[src/shared/sfsr_pkg.sv]
// constants and types of the switch fault status bank
package sfsr_pkg;
   localparam int NCH = 5;
   localparam int WORD_W = 16;
   localparam int SYNC_W = 75;
   localparam logic [3:0] ADDR_INIT0 = 4'h0;
   localparam logic [3:0] ADDR_OVERVIEW = 4'h1;
   localparam logic [3:0] ADDR_CH1 = 4'h2;
   localparam logic [3:0] ADDR_CH5 = 4'h6;
   localparam logic [3:0] ADDR_DEVICE = 4'h7;
   localparam logic [3:0] ADDR_PINS = 4'h8;
   localparam logic [3:0] ADDR_ACM_CTRL = 4'hA;
   localparam logic [3:0] SEL_RESET = 4'h0;
   localparam logic [2:0] FB_TEMP = 3'h5;
   localparam logic [2:0] FB_SUPPLY = 3'h6;
   localparam logic [2:0] FB_OFF = 3'h7;
   localparam logic [4:0] FRAME_BITS = 5'h10;
   localparam logic [4:0] CNT_MAX = 5'h1F;
   localparam int CMD_ADDR_LSB = 12;
   localparam int CMD_SEL_LSB = 0;
   localparam int CMD_FB_LSB = 4;
   localparam int CMD_ACM_LSB = 0;
   localparam int FM_BIT = 11;
   typedef enum logic [1:0] {
      LINK_IDLE = 2'b01,
      LINK_SHIFT = 2'b10
   } sfsr_link_t;
endpackage

[src/rtl/sfsr_status_bank.sv]
// status words, serial readback and feedback gating of the switch
`timescale 1ns/10ps
module sfsr_status_bank (
   input wire logic clk_sys,
   input wire logic resetn,
   input wire logic spi_sclk,
   input wire logic spi_cs_n,
   input wire logic spi_mosi,
   output logic spi_miso,
   input wire logic fail_mode_indicator,
   input wire logic sleep_mode,
   input wire logic supply_undervoltage_flag,
   input wire logic supply_overvoltage_flag,
   input wire logic charge_pump_fault_flag,
   input wire logic pwm_clock_fault_flag,
   input wire logic test_mode_entry_flag,
   input wire logic limp_home_input,
   input wire logic [3:0] deglitched_input_state,
   input wire logic [3:0] input_toggle,
   input wire logic [sfsr_pkg::NCH-1:0] half_supply_comparator,
   input wire logic [sfsr_pkg::NCH-1:0] oc_event,
   input wire logic [3*sfsr_pkg::NCH-1:0] oc_stage_code,
   input wire logic [sfsr_pkg::NCH-1:0] overtemp_shutdown_flag,
   input wire logic [sfsr_pkg::NCH-1:0] overtemp_warning_flag,
   input wire logic [sfsr_pkg::NCH-1:0] openload_on_flag,
   input wire logic [sfsr_pkg::NCH-1:0] openload_off_flag,
   input wire logic [sfsr_pkg::NCH-1:0] inrush_high_current_window,
   input wire logic [sfsr_pkg::NCH-1:0] output_on_phase,
   input wire logic sense_sample_strobe,
   output logic analog_feedback_enable,
   output logic [2:0] feedback_source_select,
   output logic [sfsr_pkg::NCH-1:0] sense_mode_active,
   output logic [sfsr_pkg::NCH-1:0] offset_sign
);
   import sfsr_pkg::*;

   // every pin input passes two flops as one vector
   // the select line idles high, so its flops wake high: no false frame
   localparam logic [SYNC_W-1:0] SYNC_IDLE = {1'b0, 1'b1,
      {(SYNC_W-2){1'b0}}};
   logic [SYNC_W-1:0] sync1_q, sync2_q;
   logic sclk_s, cs_n_s, mosi_s, fm_s, sleep_s, uv_s, ov_s, cp_s, pwm_clock_fault_flag_s;
   logic tm_s, limp_s, strobe_s;
   logic [3:0] din_s, tog_s;
   logic [NCH-1:0] cmp_s, oce_s, ots_s, otw_s, olon_s, oloff_s;
   logic [NCH-1:0] inrush_s, onph_s;
   logic [3*NCH-1:0] stage_s;
   wire [SYNC_W-1:0] raw_in = {spi_sclk, spi_cs_n, spi_mosi,
      fail_mode_indicator, sleep_mode, supply_undervoltage_flag,
      supply_overvoltage_flag, charge_pump_fault_flag, pwm_clock_fault_flag,
      test_mode_entry_flag, limp_home_input, deglitched_input_state,
      input_toggle, half_supply_comparator, oc_event, oc_stage_code,
      overtemp_shutdown_flag, overtemp_warning_flag, openload_on_flag,
      openload_off_flag, inrush_high_current_window, output_on_phase,
      sense_sample_strobe};
   assign {sclk_s, cs_n_s, mosi_s, fm_s, sleep_s, uv_s, ov_s, cp_s, pwm_clock_fault_flag_s,
      tm_s, limp_s, din_s, tog_s, cmp_s, oce_s, stage_s, ots_s, otw_s,
      olon_s, oloff_s, inrush_s, onph_s, strobe_s} = sync2_q;

   always_ff @(posedge clk_sys or negedge resetn) begin
      if (!resetn) begin
         sync1_q <= SYNC_IDLE;
         sync2_q <= SYNC_IDLE;
      end else begin
         sync1_q <= raw_in;
         sync2_q <= sync1_q;
      end
   end

   // edge history of synchronised link and event lines
   logic sclk_q, cs_n_q, strobe_q;
   logic [NCH-1:0] oce_q;
   always_ff @(posedge clk_sys or negedge resetn) begin
      if (!resetn) begin
         sclk_q <= 1'b0;
         cs_n_q <= 1'b1;
         strobe_q <= 1'b0;
         oce_q <= '0;
      end else begin
         sclk_q <= sclk_s;
         cs_n_q <= cs_n_s;
         strobe_q <= strobe_s;
         oce_q <= oce_s;
      end
   end
   wire sclk_rise = sclk_s & ~sclk_q;
   wire sclk_fall = ~sclk_s & sclk_q;
   wire cs_fall = ~cs_n_s & cs_n_q;
   wire cs_rise = cs_n_s & ~cs_n_q;
   wire strobe_rise = strobe_s & ~strobe_q;
   wire [NCH-1:0] oce_rise = oce_s & ~oce_q;

   // serial frame engine
   sfsr_link_t state_q, state_d;
   logic [WORD_W-1:0] tx_q, rx_q;
   logic [4:0] cnt_q;
   logic [3:0] ret_sel_q, sel_q;
   logic [2:0] fbsel_q;
   logic [NCH-1:0] acm_en_q;
   logic miso_q;
   logic [WORD_W-1:0] so_word;
   wire frame_end = (state_q == LINK_SHIFT) & cs_rise;
   wire frame_ok = frame_end & (cnt_q == FRAME_BITS);
   wire frame_bad = frame_end & (cnt_q != FRAME_BITS);
   wire [3:0] cmd_addr = rx_q[CMD_ADDR_LSB +: 4];
   wire wr_init0 = frame_ok & (cmd_addr == ADDR_INIT0);
   wire wr_acm = frame_ok & (cmd_addr == ADDR_ACM_CTRL);
   wire rd_overview = frame_ok & ((ret_sel_q == ADDR_OVERVIEW) |
      (ret_sel_q == SEL_RESET));
   wire rd_device = frame_ok & (ret_sel_q == ADDR_DEVICE);

   always_comb begin
      state_d = state_q;
      case (state_q)
         LINK_IDLE: begin
            if (cs_fall) begin
               state_d = LINK_SHIFT;
            end
         end
         LINK_SHIFT: begin
            if (cs_rise) begin
               state_d = LINK_IDLE;
            end
         end
         default: begin
            state_d = LINK_IDLE;
         end
      endcase
   end

   always_ff @(posedge clk_sys or negedge resetn) begin
      if (!resetn) begin
         state_q <= LINK_IDLE;
         tx_q <= '0;
         rx_q <= '0;
         cnt_q <= '0;
         ret_sel_q <= SEL_RESET;
         miso_q <= 1'b0;
      end else begin
         state_q <= state_d;
         if (state_q == LINK_IDLE && cs_fall) begin
            tx_q <= so_word;
            miso_q <= so_word[WORD_W-1];
            ret_sel_q <= sel_q;
            cnt_q <= '0;
         end else if (state_q == LINK_SHIFT) begin
            if (sclk_rise) begin
               rx_q <= {rx_q[WORD_W-2:0], mosi_s};
               if (cnt_q != CNT_MAX) begin
                  cnt_q <= cnt_q + 5'h01;
               end
            end
            if (sclk_fall) begin
               tx_q <= {tx_q[WORD_W-2:0], 1'b0};
               miso_q <= tx_q[WORD_W-2];
            end
         end
      end
   end

   // configuration written by the host
   always_ff @(posedge clk_sys or negedge resetn) begin
      if (!resetn) begin
         sel_q <= SEL_RESET;
         fbsel_q <= FB_OFF;
         acm_en_q <= '0;
      end else begin
         if (wr_init0) begin
            sel_q <= rx_q[CMD_SEL_LSB +: 4];
            fbsel_q <= rx_q[CMD_FB_LSB +: 3];
         end
         if (fm_s) begin
            acm_en_q <= '0;
         end else if (wr_acm) begin
            acm_en_q <= rx_q[CMD_ACM_LSB +: NCH];
         end
      end
   end

   // latched channel faults, set wins over read clear
   logic [NCH-1:0] ots_q, otw_q, olon_q, oloff_q, qsf;
   logic [3*NCH-1:0] oc_q;
   logic [WORD_W-1:0] ch_word [NCH];
   logic [2:0] glob;
   genvar i;
   generate
      for (i = 0; i < NCH; i++) begin : g_ch
         wire clr = frame_ok & (ret_sel_q == 4'(ADDR_CH1 + i));
         always_ff @(posedge clk_sys or negedge resetn) begin
            if (!resetn) begin
               ots_q[i] <= 1'b0;
               otw_q[i] <= 1'b0;
               olon_q[i] <= 1'b0;
               oloff_q[i] <= 1'b0;
               oc_q[3*i +: 3] <= 3'h0;
            end else begin
               ots_q[i] <= ots_s[i] | (ots_q[i] & ~clr);
               otw_q[i] <= otw_s[i] | (otw_q[i] & ~clr);
               olon_q[i] <= olon_s[i] | (olon_q[i] & ~clr);
               oloff_q[i] <= oloff_s[i] | (oloff_q[i] & ~clr);
               if (oce_rise[i]) begin
                  oc_q[3*i +: 3] <= stage_s[3*i +: 3];
               end else if (clr) begin
                  oc_q[3*i +: 3] <= 3'h0;
               end
            end
         end
         assign qsf[i] = (|oc_q[3*i +: 3]) | otw_q[i] | ots_q[i] |
            olon_q[i] | oloff_q[i];
         assign ch_word[i] = {4'(ADDR_CH1 + i), fm_s, glob, 1'b0, ots_q[i],
            otw_q[i], oc_q[3*i +: 3], olon_q[i], oloff_q[i]};
      end
   endgenerate

   // latched device faults
   logic cpf_q, uvf_q, ovf_q, tmf_q, pwm_clock_fault_flag_q, serial_frame_fault_flag_q, rcf_q;
   always_ff @(posedge clk_sys or negedge resetn) begin
      if (!resetn) begin
         cpf_q <= 1'b0;
         uvf_q <= 1'b0;
         ovf_q <= 1'b0;
         tmf_q <= 1'b0;
         pwm_clock_fault_flag_q <= 1'b0;
         serial_frame_fault_flag_q <= 1'b0;
         rcf_q <= 1'b1;
      end else begin
         cpf_q <= cp_s | (cpf_q & ~rd_overview);
         uvf_q <= uv_s | (uvf_q & ~rd_device);
         ovf_q <= ov_s | (ovf_q & ~rd_device);
         tmf_q <= tm_s | (tmf_q & ~rd_device);
         pwm_clock_fault_flag_q <= pwm_clock_fault_flag_s | (pwm_clock_fault_flag_q & ~rd_device);
         serial_frame_fault_flag_q <= frame_bad | (serial_frame_fault_flag_q & ~rd_device);
         rcf_q <= rcf_q & ~rd_device;
      end
   end

   // global summaries and returned words
   wire device_fault_summary = rcf_q | uvf_q | ovf_q | cpf_q | pwm_clock_fault_flag_q | tmf_q;
   wire overload_summary_flag = (|oc_q) | (|ots_q);
   wire openload_summary_flag = (|olon_q) | (|oloff_q);
   assign glob = {device_fault_summary, overload_summary_flag, openload_summary_flag};
   wire [WORD_W-1:0] ov_word = {ADDR_OVERVIEW, fm_s, glob, cpf_q, rcf_q,
      pwm_clock_fault_flag_q, qsf};
   wire [WORD_W-1:0] dev_word = {ADDR_DEVICE, fm_s, glob, 3'h0, tmf_q,
      ovf_q, uvf_q, serial_frame_fault_flag_q, limp_s};
   // output levels masked to zero while undervoltage makes them meaningless
   wire [NCH-1:0] out_lvl = uv_s ? '0 : cmp_s;
   wire [WORD_W-1:0] pin_word = {ADDR_PINS, fm_s, 1'b0, |tog_s, din_s,
      out_lvl};
   wire sel_ch = (sel_q >= ADDR_CH1) & (sel_q <= ADDR_CH5);
   wire [2:0] ch_idx = 3'(sel_q - ADDR_CH1);
   assign so_word = sel_ch ? ch_word[ch_idx] :
      (sel_q == ADDR_DEVICE) ? dev_word :
      (sel_q == ADDR_PINS) ? pin_word : ov_word;

   // analog feedback gating and offset chopping
   logic fb_en_q;
   logic [2:0] fb_out_q;
   logic [NCH-1:0] acm_act_q, sign_q;
   wire normal = ~fm_s & ~sleep_s;
   wire fb_is_ch = fbsel_q < FB_TEMP;
   wire cur_ok = fb_is_ch & ~inrush_s[fbsel_q] & onph_s[fbsel_q];
   wire fb_volt = (fbsel_q == FB_TEMP) | (fbsel_q == FB_SUPPLY);
   wire fb_en_d = normal & (cur_ok | fb_volt);
   wire [NCH-1:0] acm_act_d = acm_en_q & ~{NCH{fm_s}};
   always_ff @(posedge clk_sys or negedge resetn) begin
      if (!resetn) begin
         fb_en_q <= 1'b0;
         fb_out_q <= FB_OFF;
         acm_act_q <= '0;
         sign_q <= '0;
      end else begin
         fb_en_q <= fb_en_d;
         fb_out_q <= normal ? fbsel_q : FB_OFF;
         acm_act_q <= acm_act_d;
         if (strobe_rise) begin
            sign_q <= (sign_q ^ acm_act_q) & acm_act_d;
         end else begin
            sign_q <= sign_q & acm_act_d;
         end
      end
   end

   assign spi_miso = miso_q;
   assign analog_feedback_enable = fb_en_q;
   assign feedback_source_select = fb_out_q;
   assign sense_mode_active = acm_act_q;
   assign offset_sign = sign_q;
endmodule

[config.mk]
export PLATFORM = sky130hd
export DESIGN_NAME = sfsr_status_bank
export DESIGN_NICKNAME = d
export VERILOG_FILES = /design/src/shared/sfsr_pkg.sv /design/src/rtl/sfsr_status_bank.sv
export SDC_FILE = /design/constraint.sdc
export NUM_CORES = 1
export LEC_CHECK = 0
export BUFFER_PORTS_ARGS = -buffer_cell sky130_fd_sc_hd__buf_4
export CAP_MARGIN = 10
export CORE_MARGIN = 2
export CORE_UTILIZATION = 55
export CTS_BUF_LIST = sky130_fd_sc_hd__clkbuf_8
export DETAILED_ROUTE_END_ITERATION = 7
export PLACE_DENSITY = 0.76
export SYNTH_ARGS = -nofsm -noshare
export SYNTH_HDL_FRONTEND = slang
export SYNTH_SLANG_ARGS = --single-unit
[constraint.sdc]
create_clock -name clk_sys -period 2.2 [get_ports clk_sys]
set_clock_uncertainty 0.05 [all_clocks]
set_input_delay 0.44 -clock clk_sys [delete_from_list [all_inputs] [get_ports clk_sys]]
set_output_delay 0.44 -clock clk_sys [all_outputs]
set_load 0.005 [all_outputs]
==> summary.md <==
| Metric | Value |
|---|---|
| DR WL/cell | `17.51 um` |
| First drt pass iteration count | `5` |
| Largest family of logic cells by synthesized area | `simple AND/OR/NAND/NOR gates` |
| Part of the cycle the worst path needs | `0.9374` |
| Starting density of the core | `0.5632` |
| Antenna-violating nets left | `0` |
| Overall die height | `134.5 um` |
| Inst Count DP | `975` |
| Synth Area in Adders | `0.005340` |
| Post-synthesis sequential area ratio | `0.7197` |
| Max VDD drop | `789.4 uV` |
| Final setup fails | `0` |
| FF-to-FF setup slack | `0.14 ns` |
| Core box area | `16640 um2` |
| Clock root buffer | `clkbuf_8` |
| Slew of the pin with the lowest slew margin | `0.5745 ns` |
| Final Hold Viols | `0` |
| # clock sinks | `269` |
| Synth Net Count | `749` |
| P&R area growth vs syn | `28.63%` |
| Post-synthesis register bit count | `269` |
| Sum Neg Setup Slack | `0 ns` |
| Mapped cell area | `9373 um2` |
| Final GP Congestion | `0.8838` |
| DR iter-0 viols | `288` |
| Crit Path Category | `flip-flop to flip-flop` |
| Max Buffers Root-to-Sink | `3` |
| # resized after CTS | `0` |
| Cells after synthesis | `668` |
| Async S/R FF share, synth | `1.000` |
| Synth Area in XOR/XNOR | `0.007476` |
| CP Data Required Time | `2.56 ns` |
| FMAX | `484.9 MHz` |
| RSZ-0062 raised after global routing | `no` |
| Outcome | `finished clean` |
| Total of warnings raised by yosys | `0` |
| Reg clk slew, reported paths | `0.06 ns` |
| DP Wirelength | `12450 um` |
| Post-synth EDFFs | `0` |
| Crit path launch type | `flip-flop` |
| Mean Syn Cell Area | `14.03 um2` |
| Post-synthesis mux area share | `0.05460` |
| Number of global-route vias before repair | `6511` |
| Vias | `6015` |
| Leak pwr | `5.388 nW` |
| GR Overflow Total | `0` |
| CTS tree | `yes` |
| # H-tree levels | `2` |
| Rows | `47` |
| Initial antenna violation count | `1` |
| Total GRT Usage | `0.2318` |
| Die Wd | `134.5 um` |
| Relative slew slack | `0.6135` |
| Drt drc | `0` |
| Die area | `18100 um2` |
| Layout cell share with drive strength beyond 1 | `0.2409` |
| Worst hold path class | `flip-flop to flip-flop` |
| WL final | `19710 um` |
| Primary FF master, synth | `dfrtp_1` |
| CP Max Fanout | `5` |
| CP Data Arrival Time | `2.43 ns` |
| Num CTS Buffers | `42` |
| Max-slew violations | `0` |
| Fin cells | `1126` |
| IO Port Bufs | `91` |
| Clock latency on the worst-skew pair | `0.53 ns` |
| Power Dens Cells | `841.0 nW/um2` |
| I/O pins | `92` |
| Crit. End Element | `flip-flop` |
| Minimum clock period | `2.062 ns` |
| Fin nets | `956` |
| Largest net degree at the start of global routing | `58` |
| Post-synth cell types | `62` |
| Synth Area in Simple Gates | `0.1117` |
| Maxcap violations | `0` |
| First-pass GRT wire length | `32580 um` |
| Synth Area in Compound Gates | `0.08544` |
| Via-per-instance ratio | `5.342` |
## cells in the mapped netlist (all sizes together) (5+ instances only)
library cell | number | area (um2)
a22oi | 6 | 45.04
o211ai | 7 | 52.55
nand3b | 10 | 75.07
nand2 | 58 | 217.7
inv | 13 | 48.80
nor2 | 23 | 86.33
nor2b | 15 | 93.84
mux2 | 25 | 281.5
and2 | 7 | 43.79
xnor2 | 7 | 61.31
a21oi | 13 | 65.06
mux2i | 23 | 230.2
a21o | 26 | 195.2
clkbuf | 6 | 22.52
dfrtp | 258 | 6456
nand3 | 11 | 55.05
o21ai | 34 | 170.2
o22ai | 5 | 31.28
nor4 | 8 | 50.05
nand2b | 17 | 106.4
a32oi | 5 | 43.79
buf | 15 | 76.32
dfstp | 11 | 289.0
nor3 | 7 | 40.04
## registers in the layout, indices dropped and copies added (netlist names), 2 cells and up
| name | flops |
|---|---|
| sync1_q | 75 |
| sync2_q | 75 |
| ch_word | 35 |
| rx_q | 16 |
| tx_q | 15 |
| acm_en_q | 5 |
| cnt_q | 5 |
| oce_q | 5 |
| offset_sign | 5 |
| sense_mode_active | 5 |
| ret_sel_q | 4 |
| sel_q | 4 |
| fbsel_q | 3 |
| feedback_source_select | 3 |
| state_q | 2 |
## routing by layer
layer / vias up / track usage / share of wire
met5: - / 0 / 0
met4: 0 / 0.09181 / 0.025
met3: 45 / 0.04354 / 0.042
met2: 180 / 0.4090 / 0.54
met1: 3036 / 0.2845 / 0.40
li1: 2754 / - / -
## critical path, cell delays in order, from the launching register on
cell      delay [ns]
dfrtp_1         0.40
inv_1           0.10
ha_1            0.16
and4bb_2        0.33
nand3_1         0.29
or2_2           0.42
a21o_1          0.19
## cell type report
type                            count  area (um2)
Antenna cell                        1       2.502
Clock inverter                     24       178.9
Timing Repair Buffer              184        1617
Inverter                           13       48.80
Tap cell                          220       275.3
Multi-Input combinational cell    365        2501
Clock buffer                       50       688.2
Fill cell                        1077        4586
Sequential cell                   269        6745
## where the power goes
part | switching (mW) | internal [mW] | leakage [nW]
clock | 1.81 | 2.41 | 0.501
sequential | 0.150 | 5.22 | 3.17
combinational | 0.250 | 0.300 | 1.72
total | 2.21 | 7.93 | 5.39
## through the flow
stage               utilization  hold WS (ns)  instance area, um2  total power, mW  setup slack [ns]
finish                   0.7245        0.2963               12060            10.14            0.1378
global route             0.7245        0.3040               12060            10.56           0.05397
CTS                      0.7243        0.2963               12050            10.20            0.1715
detailed placement       0.6265        0.2847               10430            5.888            0.1787
global placement         0.6265        0.2820               10430            5.855            0.2739
floorplan                     -       0.09441                9373            5.556            0.4120
## cell families after synthesis
kind of cell / after synthesis
AOI/OAI and AO/OA: 119
xor gates and xnor gates: 8
adders and majority gates: 4
buffers and inverters: 34
DFF: 269
muxes: 48
and+or+nand+nor: 186
## path summary, 6_finish.rpt
check	from	end	cells after the start
max	cnt_q[1]	ch_word[54]	6
min	sync1_q[31]	sync2_q[31]	0
max reg2reg	cnt_q[1]	ch_word[54]	6
min reg2reg	sync1_q[31]	sync2_q[31]	0
max in group asynchronous	resetn	rcf_q	3
min in group asynchronous	resetn	offset_sign[4]	2
## cell usage in the layout (no fill, tap or decap), types with 10 or more instances in the layout
master,count
nor2_1,23
nand2b_1,17
dlygate4sd3_1,76
mux2i_1,23
o21ai_0,34
nor2b_1,15
a21oi_1,13
nand2_1,58
a21o_1,26
dfrtp_1,258
buf_4,104
nand3b_1,10
dfstp_2,11
nand3_1,11
clkbuf_8,50
mux2_2,25
inv_1,28
## what timing repair did
action | 4_1_cts | 5_1_grt
setup buffers | 0 | 0
hold buffers | 76 | 0
hold endpoints to repair | 121 | 0
endpoints found under the setup margin | 0 | 0
(Power assumes the default switching activity.)
